==> config.mk <==
export PLATFORM = sky130hd
export DESIGN_NAME = pcicfg_target
export DESIGN_NICKNAME = d
export VERILOG_FILES = /design/src/verilog/pcicfg_pkg.sv /design/src/verilog/pcicfg_target.sv
export SDC_FILE = /design/constraint.sdc
export NUM_CORES = 1
export LEC_CHECK = 0
export BUFFER_PORTS_ARGS = -buffer_cell sky130_fd_sc_hd__clkbuf_2
export CORE_MARGIN = 1
export CORE_UTILIZATION = 55
export CTS_CLUSTER_SIZE = 10
export DETAILED_ROUTE_END_ITERATION = 7
export HOLD_SLACK_MARGIN = 0.08
export PLACE_DENSITY = 0.78
export REMOVE_ABC_BUFFERS = 1
export SLEW_MARGIN = 20
export SYNTH_ARGS = -nofsm -noshare
export SYNTH_HDL_FRONTEND = slang
export SYNTH_SLANG_ARGS = --single-unit
==> constraint.sdc <==
create_clock -name sys_clk -period 3.1 [get_ports sys_clk]
set_input_delay 0.775 -clock sys_clk [delete_from_list [all_inputs] [get_ports sys_clk]]
set_output_delay 0.775 -clock sys_clk [all_outputs]
set_load 0.02 [all_outputs]
==> src/verilog/pcicfg_pkg.sv <==
`default_nettype none
package pcicfg_pkg;
   // Configuration header word offsets
   localparam logic [7:0]  OFS_IDENT   = 8'h00;
   localparam logic [7:0]  OFS_STCMD   = 8'h04;
   localparam logic [7:0]  OFS_CLASS   = 8'h08;
   localparam logic [7:0]  OFS_LATENCY = 8'h0C;
   localparam logic [7:0]  OFS_WINBASE = 8'h10;
   localparam logic [7:0]  OFS_SUBSYS  = 8'h2C;
   localparam logic [7:0]  OFS_GNTLAT  = 8'h3C;
   // Status and command bit positions
   localparam int          ST_DET_PERR = 31;
   localparam int          ST_RX_MABT  = 29;
   localparam int          ST_RX_TABT  = 28;
   localparam int          ST_DPERR    = 24;
   localparam int          CMD_FB2B    = 9;
   localparam int          CMD_PRESP   = 6;
   localparam int          CMD_MASTER  = 2;
   localparam int          CMD_MEM     = 1;
   // Fixed status bits: medium decode timing, fast back-to-back capable
   localparam logic [31:0] STATUS_FIXED = 32'h0280_0000;
   // Identity values, arbitrary
   localparam logic [15:0] DEVICE_CODE = 16'hA5C3;
   localparam logic [15:0] VENDOR_CODE = 16'h3C5A;
   localparam logic [7:0]  REVISION    = 8'h5A;
   // Class, interrupt pin (first pin) and loadable defaults
   localparam logic [23:0] CLASS_CODE  = 24'h048000;
   localparam logic [7:0]  INT_PIN_A   = 8'h01;
   localparam logic [7:0]  MAX_LAT_DEF = 8'h26;
   localparam logic [7:0]  MIN_GNT_DEF = 8'h0F;
   localparam logic [31:0] SUBSYS_DEF  = 32'h0000_0000;
   localparam int          WIN_LSB     = 9;
   // Bus commands
   localparam logic [3:0]  BC_CFG_RD   = 4'hA;
   localparam logic [3:0]  BC_CFG_WR   = 4'hB;
   localparam logic [3:0]  BC_MEM_RD   = 4'h6;
   localparam logic [3:0]  BC_MEM_WR   = 4'h7;
   localparam logic [3:0]  BC_MEM_RDM  = 4'hC;
   localparam logic [3:0]  BC_MEM_RDL  = 4'hE;
   localparam logic [3:0]  BC_MEM_WRI  = 4'hF;
   // Serial EEPROM preload
   localparam logic [6:0]  EE_DEV_ADDR = 7'b1010000;
   localparam logic [7:0]  EE_WORD_ADR = 8'h00;
   localparam logic [3:0]  EE_NBYTES   = 4'h6;
   localparam logic [3:0]  EE_STEP_RD0 = 4'h4;
   localparam int          CLK_PERIOD_NS = 10;
   localparam int          I2C_QTR_NS    = 2500;
   localparam logic [8:0]  I2C_QTR_CYC   = 9'((I2C_QTR_NS + CLK_PERIOD_NS - 1) / CLK_PERIOD_NS);
   // Target transaction states
   typedef enum logic [2:0] {T_IDLE, T_DECODE, T_DATA, T_RETRY, T_END} pcicfg_tst_t;
   // Preload engine states
   typedef enum logic [2:0] {E_START, E_BIT, E_ACK, E_STOP, E_DONE} pcicfg_est_t;
endpackage : pcicfg_pkg
`default_nettype wire

==> src/verilog/pcicfg_target.sv <==
`timescale 1ns/1ps
`default_nettype none
module pcicfg_target (
   // Clock and reset
   input  wire logic        sys_clk,
   input  wire logic        rst,
   // Bus control pins
   input  wire logic        frame_n,
   input  wire logic        irdy_n,
   input  wire logic        idsel,
   input  wire logic [3:0]  cbe_n,
   // Address/data and parity pins
   input  wire logic [31:0] ad_in,
   output logic      [31:0] ad_out,
   output logic             ad_oe,
   input  wire logic        par_in,
   output logic             par_out,
   output logic             par_oe,
   // Target response pins
   output logic             trdy_n,
   output logic             devsel_n,
   output logic             stop_n,
   output logic             tctl_oe,
   output logic             perr_n,
   output logic             perr_oe,
   // EEPROM serial pins
   input  wire logic        sda_in,
   output logic             sda_out,
   output logic             sda_oe,
   output logic             scl_out,
   output logic             scl_oe,
   // Register window port
   output logic             win_wr,
   output logic             win_rd,
   output logic      [6:0]  win_index,
   output logic      [31:0] win_wdata,
   output logic      [3:0]  win_be,
   input  wire logic [31:0] win_rdata,
   // Master side events and settings
   input  wire logic        master_abort_evt,
   input  wire logic        target_abort_evt,
   output logic             bus_master_en,
   output logic             fast_b2b_en,
   output logic      [7:0]  latency_timer,
   output logic             preload_busy
);
   // Pin synchronisers, two stages each, four for serial data
   logic [40:0] sync_a;                // First stage only feeds second
   logic [40:0] sync_b;                // Stage read by logic
   logic        sda_a, sda_s;          // Serial data synchroniser
   logic        frame_s, irdy_s, idsel_s, par_s;
   logic [3:0]  cbe_s;
   logic [31:0] ad_s;
   logic        frame_q;               // Frame one cycle ago

   // Latched address phase
   logic [31:0] adr_lat;
   logic [3:0]  cmd_lat;
   logic        idsel_lat;
   logic        ad_par_calc;           // Parity of address phase
   pcicfg_pkg::pcicfg_tst_t tst;       // Target state

   localparam int WIN_BASE_LSB = pcicfg_pkg::WIN_LSB; // Lowest writable base bit

   // Header storage
   logic [3:0]  status_err;            // Bits 31,29,28,24
   logic [9:0]  cmd_reg;               // Command low bits
   logic [31:WIN_BASE_LSB] win_base;
   logic [7:0]  int_line;
   logic [31:0] subsys;
   logic [7:0]  max_lat, min_gnt;

   // Write parity check pipeline
   logic        wchk_pend;
   logic        wchk_par;
   logic        next_perr;

   // Derived decode terms
   logic        addr_phase, is_cfg, is_mem_rd, is_mem_wr, is_rd, hit_mem, hit_cfg;
   logic [31:0] cfg_rdata;

   // Two flop synchronisers on all incoming pins, serial data gets two more
   always_ff @(posedge sys_clk) begin
      sync_a <= {frame_n, irdy_n, idsel, par_in, cbe_n, ad_in, sda_in};
      sync_b <= sync_a;
      sda_a  <= sync_b[0];
      sda_s  <= sda_a;
   end
   assign {frame_s, irdy_s, idsel_s, par_s, cbe_s, ad_s} = sync_b[40:1];

   // Frame history, starts released
   always_ff @(posedge sys_clk) begin
      if (rst) frame_q <= 1'b1;
      else     frame_q <= frame_s;
   end

   // Falling frame marks an address phase, even right after another frame
   assign addr_phase = frame_q & ~frame_s;

   // Command classes
   always_comb begin
      is_mem_rd = (cmd_lat == pcicfg_pkg::BC_MEM_RD) | (cmd_lat == pcicfg_pkg::BC_MEM_RDM)
                | (cmd_lat == pcicfg_pkg::BC_MEM_RDL);
      is_mem_wr = (cmd_lat == pcicfg_pkg::BC_MEM_WR) | (cmd_lat == pcicfg_pkg::BC_MEM_WRI);
      is_cfg    = (cmd_lat == pcicfg_pkg::BC_CFG_RD) | (cmd_lat == pcicfg_pkg::BC_CFG_WR);
      is_rd     = is_mem_rd | (cmd_lat == pcicfg_pkg::BC_CFG_RD);
      hit_cfg   = is_cfg & idsel_lat & (adr_lat[1:0] == 2'b00);
      hit_mem   = (is_mem_rd | is_mem_wr) & cmd_reg[pcicfg_pkg::CMD_MEM]
                & (adr_lat[31:WIN_BASE_LSB] == win_base);
   end

   // Address phase capture
   always_ff @(posedge sys_clk) begin
      if (rst) begin
         adr_lat     <= 32'h0000_0000;
         cmd_lat     <= 4'h0;
         idsel_lat   <= 1'b0;
         ad_par_calc <= 1'b0;
      end else if (addr_phase) begin
         adr_lat     <= ad_s;
         cmd_lat     <= cbe_s;
         idsel_lat   <= idsel_s;
         ad_par_calc <= ^{ad_s, cbe_s};
      end
   end

   // Configuration read mux, absent words read zero
   always_comb begin
      case (adr_lat[7:0])
         pcicfg_pkg::OFS_IDENT:   cfg_rdata = {pcicfg_pkg::DEVICE_CODE, pcicfg_pkg::VENDOR_CODE};
         pcicfg_pkg::OFS_STCMD:   cfg_rdata = pcicfg_pkg::STATUS_FIXED
                                  | {status_err[3], 1'b0, status_err[2:1], 3'b000, status_err[0], 14'h0000,
                                     cmd_reg};
         pcicfg_pkg::OFS_CLASS:   cfg_rdata = {pcicfg_pkg::CLASS_CODE, pcicfg_pkg::REVISION};
         pcicfg_pkg::OFS_LATENCY: cfg_rdata = {16'h0000, latency_timer, 8'h00};
         pcicfg_pkg::OFS_WINBASE: cfg_rdata = {win_base, 9'h000};
         pcicfg_pkg::OFS_SUBSYS:  cfg_rdata = subsys;
         pcicfg_pkg::OFS_GNTLAT:  cfg_rdata = {max_lat, min_gnt, pcicfg_pkg::INT_PIN_A, int_line};
         default:                 cfg_rdata = 32'h0000_0000;
      endcase
   end

   // Target sequencer: claim, one data phase, disconnect
   always_ff @(posedge sys_clk) begin
      if (rst) begin
         tst      <= pcicfg_pkg::T_IDLE;
         devsel_n <= 1'b1;
         trdy_n   <= 1'b1;
         stop_n   <= 1'b1;
         tctl_oe  <= 1'b0;
         ad_out   <= 32'h0000_0000;
         ad_oe    <= 1'b0;
      end else begin
         case (tst)
            pcicfg_pkg::T_IDLE: begin
               // Released lines, wait for an address phase
               tctl_oe <= 1'b0;
               ad_oe   <= 1'b0;
               if (addr_phase) tst <= pcicfg_pkg::T_DECODE;
            end
            pcicfg_pkg::T_DECODE: begin
               // Parity now present for the address phase
               if ((par_s != ad_par_calc) || !(hit_cfg || hit_mem)) begin
                  tst <= pcicfg_pkg::T_IDLE;
               end else begin
                  devsel_n <= 1'b0;
                  tctl_oe  <= 1'b1;
                  tst      <= preload_busy ? pcicfg_pkg::T_RETRY : pcicfg_pkg::T_DATA;
               end
            end
            pcicfg_pkg::T_RETRY: begin
               // Stop without ready: the initiator must come back later
               stop_n <= 1'b0;
               tst    <= pcicfg_pkg::T_END;
            end
            pcicfg_pkg::T_DATA: begin
               // Read data goes out as ready falls
               if (is_rd) begin
                  ad_out <= hit_cfg ? cfg_rdata : win_rdata;
                  ad_oe  <= 1'b1;
               end
               if (!irdy_s) begin
                  trdy_n <= 1'b0;
                  stop_n <= 1'b0;
                  tst    <= pcicfg_pkg::T_END;
               end
            end
            pcicfg_pkg::T_END: begin
               // Hold until the initiator ends the frame, then drive high once
               if (frame_s && (!trdy_n || !stop_n)) begin
                  devsel_n <= 1'b1;
                  trdy_n   <= 1'b1;
                  stop_n   <= 1'b1;
                  ad_oe    <= 1'b0;
                  tst      <= pcicfg_pkg::T_IDLE;
               end else if (!trdy_n) begin
                  trdy_n <= 1'b1; // Single data phase taken
               end
            end
            default: tst <= pcicfg_pkg::T_IDLE;
         endcase
      end
   end

   // Read parity follows driven data by one cycle
   always_ff @(posedge sys_clk) begin
      if (rst) begin
         par_out <= 1'b0;
         par_oe  <= 1'b0;
      end else begin
         par_out <= ^{ad_out, cbe_s};
         par_oe  <= ad_oe;
      end
   end

   // Data phase taken: write and read strobes for the window
   logic data_take;
   assign data_take = (tst == pcicfg_pkg::T_DATA) & ~irdy_s;
   always_ff @(posedge sys_clk) begin
      if (rst) begin
         win_wr    <= 1'b0;
         win_rd    <= 1'b0;
         win_index <= 7'h00;
         win_wdata <= 32'h0000_0000;
         win_be    <= 4'h0;
      end else begin
         win_wr    <= data_take & hit_mem & is_mem_wr;
         win_rd    <= data_take & hit_mem & is_mem_rd;
         win_index <= adr_lat[8:2];
         win_wdata <= ad_s;
         win_be    <= ~cbe_s;
      end
   end

   // Configuration writes, byte lanes honoured
   logic cfg_wr;
   assign cfg_wr = data_take & hit_cfg & (cmd_lat == pcicfg_pkg::BC_CFG_WR);
   always_ff @(posedge sys_clk) begin
      if (rst) begin
         cmd_reg  <= 10'h000;
         latency_timer <= 8'h00;
         win_base <= '0;
         int_line <= 8'h00;
      end else if (cfg_wr) begin
         case (adr_lat[7:0])
            pcicfg_pkg::OFS_STCMD: begin
               if (!cbe_s[0]) begin
                  cmd_reg[pcicfg_pkg::CMD_PRESP]  <= ad_s[pcicfg_pkg::CMD_PRESP];
                  cmd_reg[pcicfg_pkg::CMD_MASTER] <= ad_s[pcicfg_pkg::CMD_MASTER];
                  cmd_reg[pcicfg_pkg::CMD_MEM]    <= ad_s[pcicfg_pkg::CMD_MEM];
               end
               if (!cbe_s[1]) cmd_reg[pcicfg_pkg::CMD_FB2B] <= ad_s[pcicfg_pkg::CMD_FB2B];
            end
            pcicfg_pkg::OFS_LATENCY: if (!cbe_s[1]) latency_timer <= ad_s[15:8];
            pcicfg_pkg::OFS_WINBASE: begin
               if (!cbe_s[1]) win_base[15:9]  <= ad_s[15:9];
               if (!cbe_s[2]) win_base[23:16] <= ad_s[23:16];
               if (!cbe_s[3]) win_base[31:24] <= ad_s[31:24];
            end
            pcicfg_pkg::OFS_GNTLAT:  if (!cbe_s[0]) int_line <= ad_s[7:0];
            default: ; // Read-only or absent words ignore writes
         endcase
      end
   end
   // Mirrors of command bits for the master side
   always_ff @(posedge sys_clk) begin
      if (rst) begin
         bus_master_en <= 1'b0;
         fast_b2b_en   <= 1'b0;
      end else begin
         bus_master_en <= cmd_reg[pcicfg_pkg::CMD_MASTER];
         fast_b2b_en   <= cmd_reg[pcicfg_pkg::CMD_FB2B];
      end
   end

   // Write data parity check one cycle after the data is taken
   always_ff @(posedge sys_clk) begin
      if (rst) begin
         wchk_pend <= 1'b0;
         wchk_par  <= 1'b0;
         perr_n    <= 1'b1;
         perr_oe   <= 1'b0;
      end else begin
         wchk_pend <= data_take & ~is_rd;
         wchk_par  <= ^{ad_s, cbe_s};
         perr_n    <= ~(next_perr & cmd_reg[pcicfg_pkg::CMD_PRESP]);
         perr_oe   <= (next_perr & cmd_reg[pcicfg_pkg::CMD_PRESP]) | ~perr_n;
      end
   end
   assign next_perr = wchk_pend & (par_s != wchk_par);

   // Sticky status error bits, write one to clear, set wins
   logic addr_perr;
   logic [3:0] st_set, st_clr;
   assign addr_perr = (tst == pcicfg_pkg::T_DECODE) & (par_s != ad_par_calc);
   always_comb begin
      st_set = {addr_perr | next_perr, master_abort_evt, target_abort_evt,
                next_perr & cmd_reg[pcicfg_pkg::CMD_PRESP]};
      st_clr = (cfg_wr && adr_lat[7:0] == pcicfg_pkg::OFS_STCMD && !cbe_s[3])
               ? {ad_s[pcicfg_pkg::ST_DET_PERR], ad_s[pcicfg_pkg::ST_RX_MABT],
                  ad_s[pcicfg_pkg::ST_RX_TABT], ad_s[pcicfg_pkg::ST_DPERR]} : 4'h0;
   end
   always_ff @(posedge sys_clk) begin
      if (rst) status_err <= 4'h0;
      else     status_err <= (status_err & ~st_clr) | st_set;
   end

   // EEPROM preload engine: write word address, restart, read six bytes
   pcicfg_pkg::pcicfg_est_t est;
   logic [8:0] qcnt;                   // Quarter bit timer
   logic [1:0] qph;                    // Quarter within a bit
   logic [3:0] step;                   // Byte step of the sequence
   logic [2:0] bitn;                   // Bit within a byte
   logic [7:0] shreg;                  // Shift register
   logic       nacked;                 // Device failed to acknowledge
   logic       qtick;
   logic [47:0] ee_data;               // Received bytes
   assign qtick = (qcnt == pcicfg_pkg::I2C_QTR_CYC - 9'h001);

   always_ff @(posedge sys_clk) begin
      if (rst) qcnt <= 9'h000;
      else     qcnt <= qtick ? 9'h000 : qcnt + 9'h001;
   end

   always_ff @(posedge sys_clk) begin
      if (rst) begin
         est <= pcicfg_pkg::E_START;
         qph <= 2'b00;
         step <= 4'h0;
         bitn <= 3'h7;
         shreg <= 8'h00;
         nacked <= 1'b0;
         ee_data <= 48'h0;
         sda_oe <= 1'b0;
         scl_oe <= 1'b0;
         preload_busy <= 1'b1;
      end else if (qtick && est != pcicfg_pkg::E_DONE) begin
         qph <= qph + 2'b01;
         case (est)
            pcicfg_pkg::E_START: begin
               // Release data, raise clock, pull data low, pull clock low
               sda_oe <= (qph >= 2'b10);
               scl_oe <= (qph == 2'b00) | (qph == 2'b11);
               if (qph == 2'b11) begin
                  est   <= pcicfg_pkg::E_BIT;
                  shreg <= (step == 4'h0) ? {pcicfg_pkg::EE_DEV_ADDR, 1'b0}
                                          : {pcicfg_pkg::EE_DEV_ADDR, 1'b1};
                  step  <= step + 4'h1;
               end
            end
            pcicfg_pkg::E_BIT: begin
               // Drive in quarter 0, sample in quarter 2
               scl_oe <= (qph == 2'b00) | (qph == 2'b11);
               if (qph == 2'b00) sda_oe <= (step < pcicfg_pkg::EE_STEP_RD0) & ~shreg[7];
               if (qph == 2'b10 && step >= pcicfg_pkg::EE_STEP_RD0) shreg[0] <= sda_s;
               if (qph == 2'b11) begin
                  if (bitn == 3'h0) est <= pcicfg_pkg::E_ACK;
                  else if (step < pcicfg_pkg::EE_STEP_RD0) shreg <= {shreg[6:0], 1'b0};
                  else shreg <= {shreg[6:0], 1'b0};
                  bitn <= bitn - 3'h1;
               end
            end
            pcicfg_pkg::E_ACK: begin
               scl_oe <= (qph == 2'b00) | (qph == 2'b11);
               if (qph == 2'b00) sda_oe <= (step >= pcicfg_pkg::EE_STEP_RD0)
                                        & (step != pcicfg_pkg::EE_STEP_RD0 + pcicfg_pkg::EE_NBYTES - 4'h1);
               if (qph == 2'b10 && step < pcicfg_pkg::EE_STEP_RD0 && sda_s) nacked <= 1'b1;
               if (qph == 2'b11) begin
                  if (step >= pcicfg_pkg::EE_STEP_RD0) ee_data <= {ee_data[39:0], shreg};
                  if (nacked || step == pcicfg_pkg::EE_STEP_RD0 + pcicfg_pkg::EE_NBYTES - 4'h1) begin
                     est <= pcicfg_pkg::E_STOP;
                  end else if (step == 4'h2) begin
                     est <= pcicfg_pkg::E_START; // Repeated start for reading
                  end else begin
                     est   <= pcicfg_pkg::E_BIT;
                     shreg <= (step == 4'h1) ? pcicfg_pkg::EE_WORD_ADR : 8'h00;
                     step  <= (step == 4'h1) ? 4'h2 : step + 4'h1;
                  end
               end
            end
            pcicfg_pkg::E_STOP: begin
               // Data low, clock high, data released
               sda_oe <= (qph != 2'b11) & (qph != 2'b10);
               scl_oe <= (qph == 2'b00);
               if (qph == 2'b11) begin
                  est <= pcicfg_pkg::E_DONE;
                  preload_busy <= 1'b0;
               end
            end
            default: est <= pcicfg_pkg::E_DONE;
         endcase
      end
   end

   // Loadable fields take EEPROM bytes only after a full clean read
   always_ff @(posedge sys_clk) begin
      if (rst) begin
         subsys  <= pcicfg_pkg::SUBSYS_DEF;
         max_lat <= pcicfg_pkg::MAX_LAT_DEF;
         min_gnt <= pcicfg_pkg::MIN_GNT_DEF;
      end else if (est == pcicfg_pkg::E_STOP && qtick && qph == 2'b11 && !nacked) begin
         subsys  <= ee_data[47:16];
         max_lat <= ee_data[15:8];
         min_gnt <= ee_data[7:0];
      end
   end

   // Open-drain outputs only ever pull low
   always_ff @(posedge sys_clk) begin
      sda_out <= 1'b0;
      scl_out <= 1'b0;
   end
endmodule : pcicfg_target
`default_nettype wire
======== Word-level counts from Yosys, hierarchy flattened ========
Cells that the tools add are included.
word-level totals
  output and inout bits ................... 101
  latch bits .............................. 0
  register bits ........................... 392
  ROM bits ................................ 0
  memories kept ........................... 0
  memory bits (writable) .................. 0
operators by class
  multiply operators ...................... 0
  div/mod/pow operators ................... 0
  magnitude comparators ................... 3
  reduce and logical (&&, ||, !) cells .... 63
  muxes and demuxes ....................... 47
  add/sub/neg operators ................... 4
  bitwise logic cells ..................... 41
  equal/unequal tests ..................... 48
  shift operators ......................... 0
operator list
  operator             count
  $pmux 32 s7          1
  $reduce_xor 36->1    2
  $mux 8               6
  $reduce_and 3->1     14
  $ne 2x2->1 const B   17
  $mux 32              1
  $eq 4x4->1 const B   6
  $mux 3               8
  $mux 4               6
  $pmux 8 s3           1
  $eq 23x23->1         1
  $and 1x1->1          18
  $reduce_and 6->1     3
  $eq 8x4->1 const B   2
  $eq 8x6->1 const B   2
  $pmux 3 s5           1
  $eq 3x2->1 const B   4
  $mux 1               12
  $pmux 3 s4           1
  $logic_and 1x1->1    10
  $not 1->1            10
  $reduce_bool 2->1    5
  $add 9x1->9 const B  1
  $eq 9x8->1 const B   1
  39 further kinds     73

======== Longest topological paths before layout ========
  depth after elaboration ................. 12
  gate-level depth with buffers ........... 10
  gate-level depth less buffers ........... 8

======== Least setup slack after synthesis ========
No wires, ideal clock.
  path type ............................... register to register
  start point ............................. register adr_lat[0]
  end point ............................... register win_base[16] in the netlist's numbering
  data required time ...................... 2.968 ns
  arrival ................................. 1.987 ns
  setup slack ............................. 0.981 ns
  stages on the path, launching flop included .. 9
  cells stage by stage .................... dfxtp_1 or4_1 buf_4 nor3_4 nand2_2 or3_1 clkbuf_1 nand2_1 a21oi_1
between the ends
  cells in the longest elaborated chain, start to end .. 5
RTL lines
  item                                   line                  source
  start, declared                        pcicfg_target.sv:57   logic [31:0] adr_lat;
  start signal, assigned                 pcicfg_target.sv:120  adr_lat <= ad_s;
  $logic_not 2->1                        pcicfg_target.sv:107  hit_cfg = is_cfg & idsel_lat & (adr_lat[1:0] == 2'b00);
  $and 1x1->1                            pcicfg_target.sv:107
  $and 1x1->1 (2 in series)              pcicfg_target.sv:237  assign cfg_wr = data_take & hit_cfg & (cmd_lat == pcicfg_pkg::BC_CFG_WR);
  $reduce_and 3->1 (no source line) (*)  --
  end, declared                          pcicfg_target.sv:68   logic [31:WIN_BASE_LSB] win_base;
Every way passes the cells marked *; elsewhere a longest branch is shown, timed or not.
A chain may end at the register's enable or synchronous reset.

======== Worst setup path in the final report ========
  start point ............................. register adr_lat[0]
  end point ............................... register status_err[3]
between the ends
  cells in the longest elaborated chain, start to end .. 10
RTL lines
  item                                 line                  source
  $logic_not 2->1                      pcicfg_target.sv:107
  $and 1x1->1                          pcicfg_target.sv:107
  $and 1x1->1 (2 in series)            pcicfg_target.sv:237
  $logic_and 1x1->1 (*) (2 in series)  pcicfg_target.sv:299  st_clr = (cfg_wr && adr_lat[7:0] == pcicfg_pkg::OFS_STCMD && !cbe_s[3])
  $mux 4 (*)                           pcicfg_target.sv:300  ? {ad_s[pcicfg_pkg::ST_DET_PERR], ad_s[pcicfg_pkg::ST_RX_MABT],
  $not 4->4 (*)                        pcicfg_target.sv:305  else status_err <= (status_err & ~st_clr) | st_set;
  $and 4x4->4 (*)                      pcicfg_target.sv:305
  $or 4x4->4 (*)                       pcicfg_target.sv:305
  end signal, assigned                 pcicfg_target.sv:305
  end, declared                        pcicfg_target.sv:66   logic [3:0] status_err;
Marked as above.

==> impl_metrics.json <==
{
  "worstPathArrival_ns": 3.08,
  "core_sq_um": 26000,
  "p_switching_mw": 2.42,
  "fin_tns_setup_ns": 0,
  "syn2layout_area_growth_pct": 16.6,
  "vias": 12000,
  "reg_top3": "ee_data x48, sync_a x41, sync_b x41",
  "postCtsHoldBufs": 0,
  "swShare": 0.226,
  "drtAntennaViolNets": 0,
  "ys_seq_elements": 392,
  "cts-buffers-inserted": 46,
  "async_flop_share": 0,
  "drv_cap": 0,
  "cts_sinks": 392,
  "clk_pin_slew_worst_paths_ns": 0.06,
  "cts_root_buffer": "clkbuf_16",
  "dp_hpwl_um": 26500,
  "hold_viol": 0,
  "avgSynthCellArea_sq_um": 9.00,
  "synth_common_cells": "dfxtp_1, nand2_1, a21oi_1, nor2_1, xnor2_1",
  "drc_errors": 0,
  "drtIter0Drc": 1080,
  "finalSetupViolCount": 0,
  "wl_per_cell_um": 18.2,
  "top_register": "ee_data",
  "fin_crit_sh": 0.864,
  "overflow": 0,
  "htreeDepth": 2,
  "synthCells": 1615,
  "antenna_cells": 0,
  "p_seq_frac": 0.496,
  "power.total_mw": 10.7,
  "ioPinCount": 178,
  "postCtsSetupBuffers": 0,
  "crit_family": "simple AND/OR/NAND/NOR gates",
  "slew_headroom": 0.306,
  "antenna_found_initial": 0,
  "timing.fmax_mhz": 373,
  "crit_path_max_fanout": 8,
  "io_buffer_count": 175,
  "status": "complete, no violations",
  "drive_gt1_frac": 0.161,
  "startpoint_type": "register",
  "power_density_nw_per_um2": 630,
  "hp-class": "register to register",
  "clock_latency_ns": 0.54,
  "cpPeakStageDelay_ns": 0.76,
  "post_cts_resized": 0,
  "nets": 1853,
  "cp.required_ns": 3.50,
  "syn_area_sq_um": 14500,
  "yosysSeqAreaShare": 0.540,
  "fin_skew_ns": 0.0155,
  "finalMaxSlewViolations": 0,
  "finalNonFillerCells": 2111,
  "die_w_um": 165,
  "drtPass1Iterations": 5,
  "synth_edf_count": 0,
  "dieArea_sq_um": 27100,
  "end_kind": "register",
  "rows": 59,
  "synth_largest_area_cell": "dfxtp_1",
  "start_util": 0.560,
  "fin_ws_ns": 0.421,
  "grt_pass1_wl_um": 58800,
  "p_clk_frac": 0.443,
  "leakagePower_nw": 6.36,
  "synth_ff_type": "dfxtp_1",
  "combPwrFrac": 0.061,
  "synth.top_cell.area_share": 0.540,
  "final_util": 0.653,
  "period_minus_slack_ns": 2.68,
  "ys_warn_count": 0,
  "place_congestion": 0.922,
  "worst_pin_slew_ns": 1.04,
  "vias_per_cell": 5.67,
  "yosysUniqueCellTypes": 62,
  "path_cells": "or4_1 -> nor2_1 -> nand3b_1 -> or3_1 -> o21ai_0 -> a21oi_1",
  "peakVddDrop_uv": 704,
  "critPathKind": "register to register",
  "yosys.cell_count.top_type": "dfxtp_1",
  "die-height_um": 165,
  "cts_tree": "yes",
  "cts_max_path_buffers": 3,
  "grt_max_degree": 88,
  "grt_pass1_vias": 11100,
  "cpMaxStageDelayCell": "or4_1",
  "largest_reg_flops": 48,
  "wl_um": 38300,
  "dp_cells": 2052,
  "rsz0062_at_grt": "no",
  "ys_top_cells_by_area": "dfxtp_1, nand2_1, a21oi_1",
  "pre_cts_ws_ns": 0.506,
  "p_int_mw": 8.27,
  "grt_use_total": 0.278,
  "critPathBufInv": 0
}
==> kinds of logic (layout without fill, tap and decap cells) <==
logic type	Yosys count	count (layout)	share of synthesized area
buf+inv	122	282	0.0340
mux	36	36	0.0256
xor+xnor	100	100	0.0621
flops	392	392	0.540
compound gates	326	326	0.134
simple gates	627	627	0.194
other cells	1	2	0.000258
fa+ha+maj	11	11	0.00947
==> metal layers <==
metal | vias to the layer above | share of wire | routed length [um] | global-route usage
met5 | - | 0 | 0 | 0
met4 | 0 | 0.028 | 1060 | 0.0967
met3 | 72 | 0.086 | 3300 | 0.0560
met2 | 546 | 0.46 | 17700 | 0.449
met1 | 5626 | 0.42 | 16200 | 0.370
li1 | 5719 | - | - | -
==> cell usage in the layout (no fill, tap or decap), types with 5 or more instances in the layout <==
cell type and n:
a22oi_1 14, nor3_1 34, dfxtp_1 392, xor2_1 11
nand3b_1 9, a211oi_1 22, mux2i_1 27, a221oi_1 10
nor3_2 5, nand4_1 11, and3_1 8, o211ai_1 6
nand2b_1 10, clkbuf_16 47, buf_4 24, or2_2 8
ha_1 11, nor2_1 106, inv_1 21, nor2b_1 46
mux2_2 9, o22a_1 7, or3_1 7, clkbuf_2 174
nand3_1 18, nand2_1 346, xnor2_1 87, o21ai_0 23
clkbuf_1 6, a21oi_1 201
==> stage by stage <==
step,area [sq um],hold WS (ns)
final,17000,0.318
after global routing,17000,0.323
after CTS,17000,0.321
after detailed placement,15700,0.312
after global placement,15700,0.310
after floorplan,14100,0.310
==> final timing paths <==
check | startpoint | endpoint | slack, ns | cells past startpoint
hold reg to reg | sync_a[37] | sync_b[37] | 0.32 | 0
hold / removal | sync_a[37] | sync_b[37] | 0.32 | 0
setup reg to reg | adr_lat[0] | status_err[3] | 0.42 | 6
setup / recovery | adr_lat[0] | status_err[3] | 0.42 | 6
==> power groups by stage <==
stage	Clock [mW]	Sequential (mW)	Combinational [mW]
2_1_floorplan	0	5.41	0.346
3_3_place_gp	0	5.40	0.632
3_5_place_dp	0	5.41	0.642
4_1_cts	4.80	5.30	0.646
5_1_grt	5.00	5.32	0.708
6_report	4.73	5.31	0.650
==> area by class of cell <==
cell class	count	area (sq um)
fill	2115	9030
sequential	392	7850
multi-input combinational	1102	6210
clock buffer	54	1210
timing repair buffer	202	1120
tap	335	419
inverter	21	78.8
clock inverter	5	68.8
==> worst register-to-register path, stage by stage (launching register included) <==
cell and delay, ns:
dfxtp_1 0.32, or4_1 0.76, nor2_1 0.26, nand3b_1 0.32
or3_1 0.60, o21ai_0 0.21, a21oi_1 0.08
No activity file was read; power rests on OpenSTA's default activity.
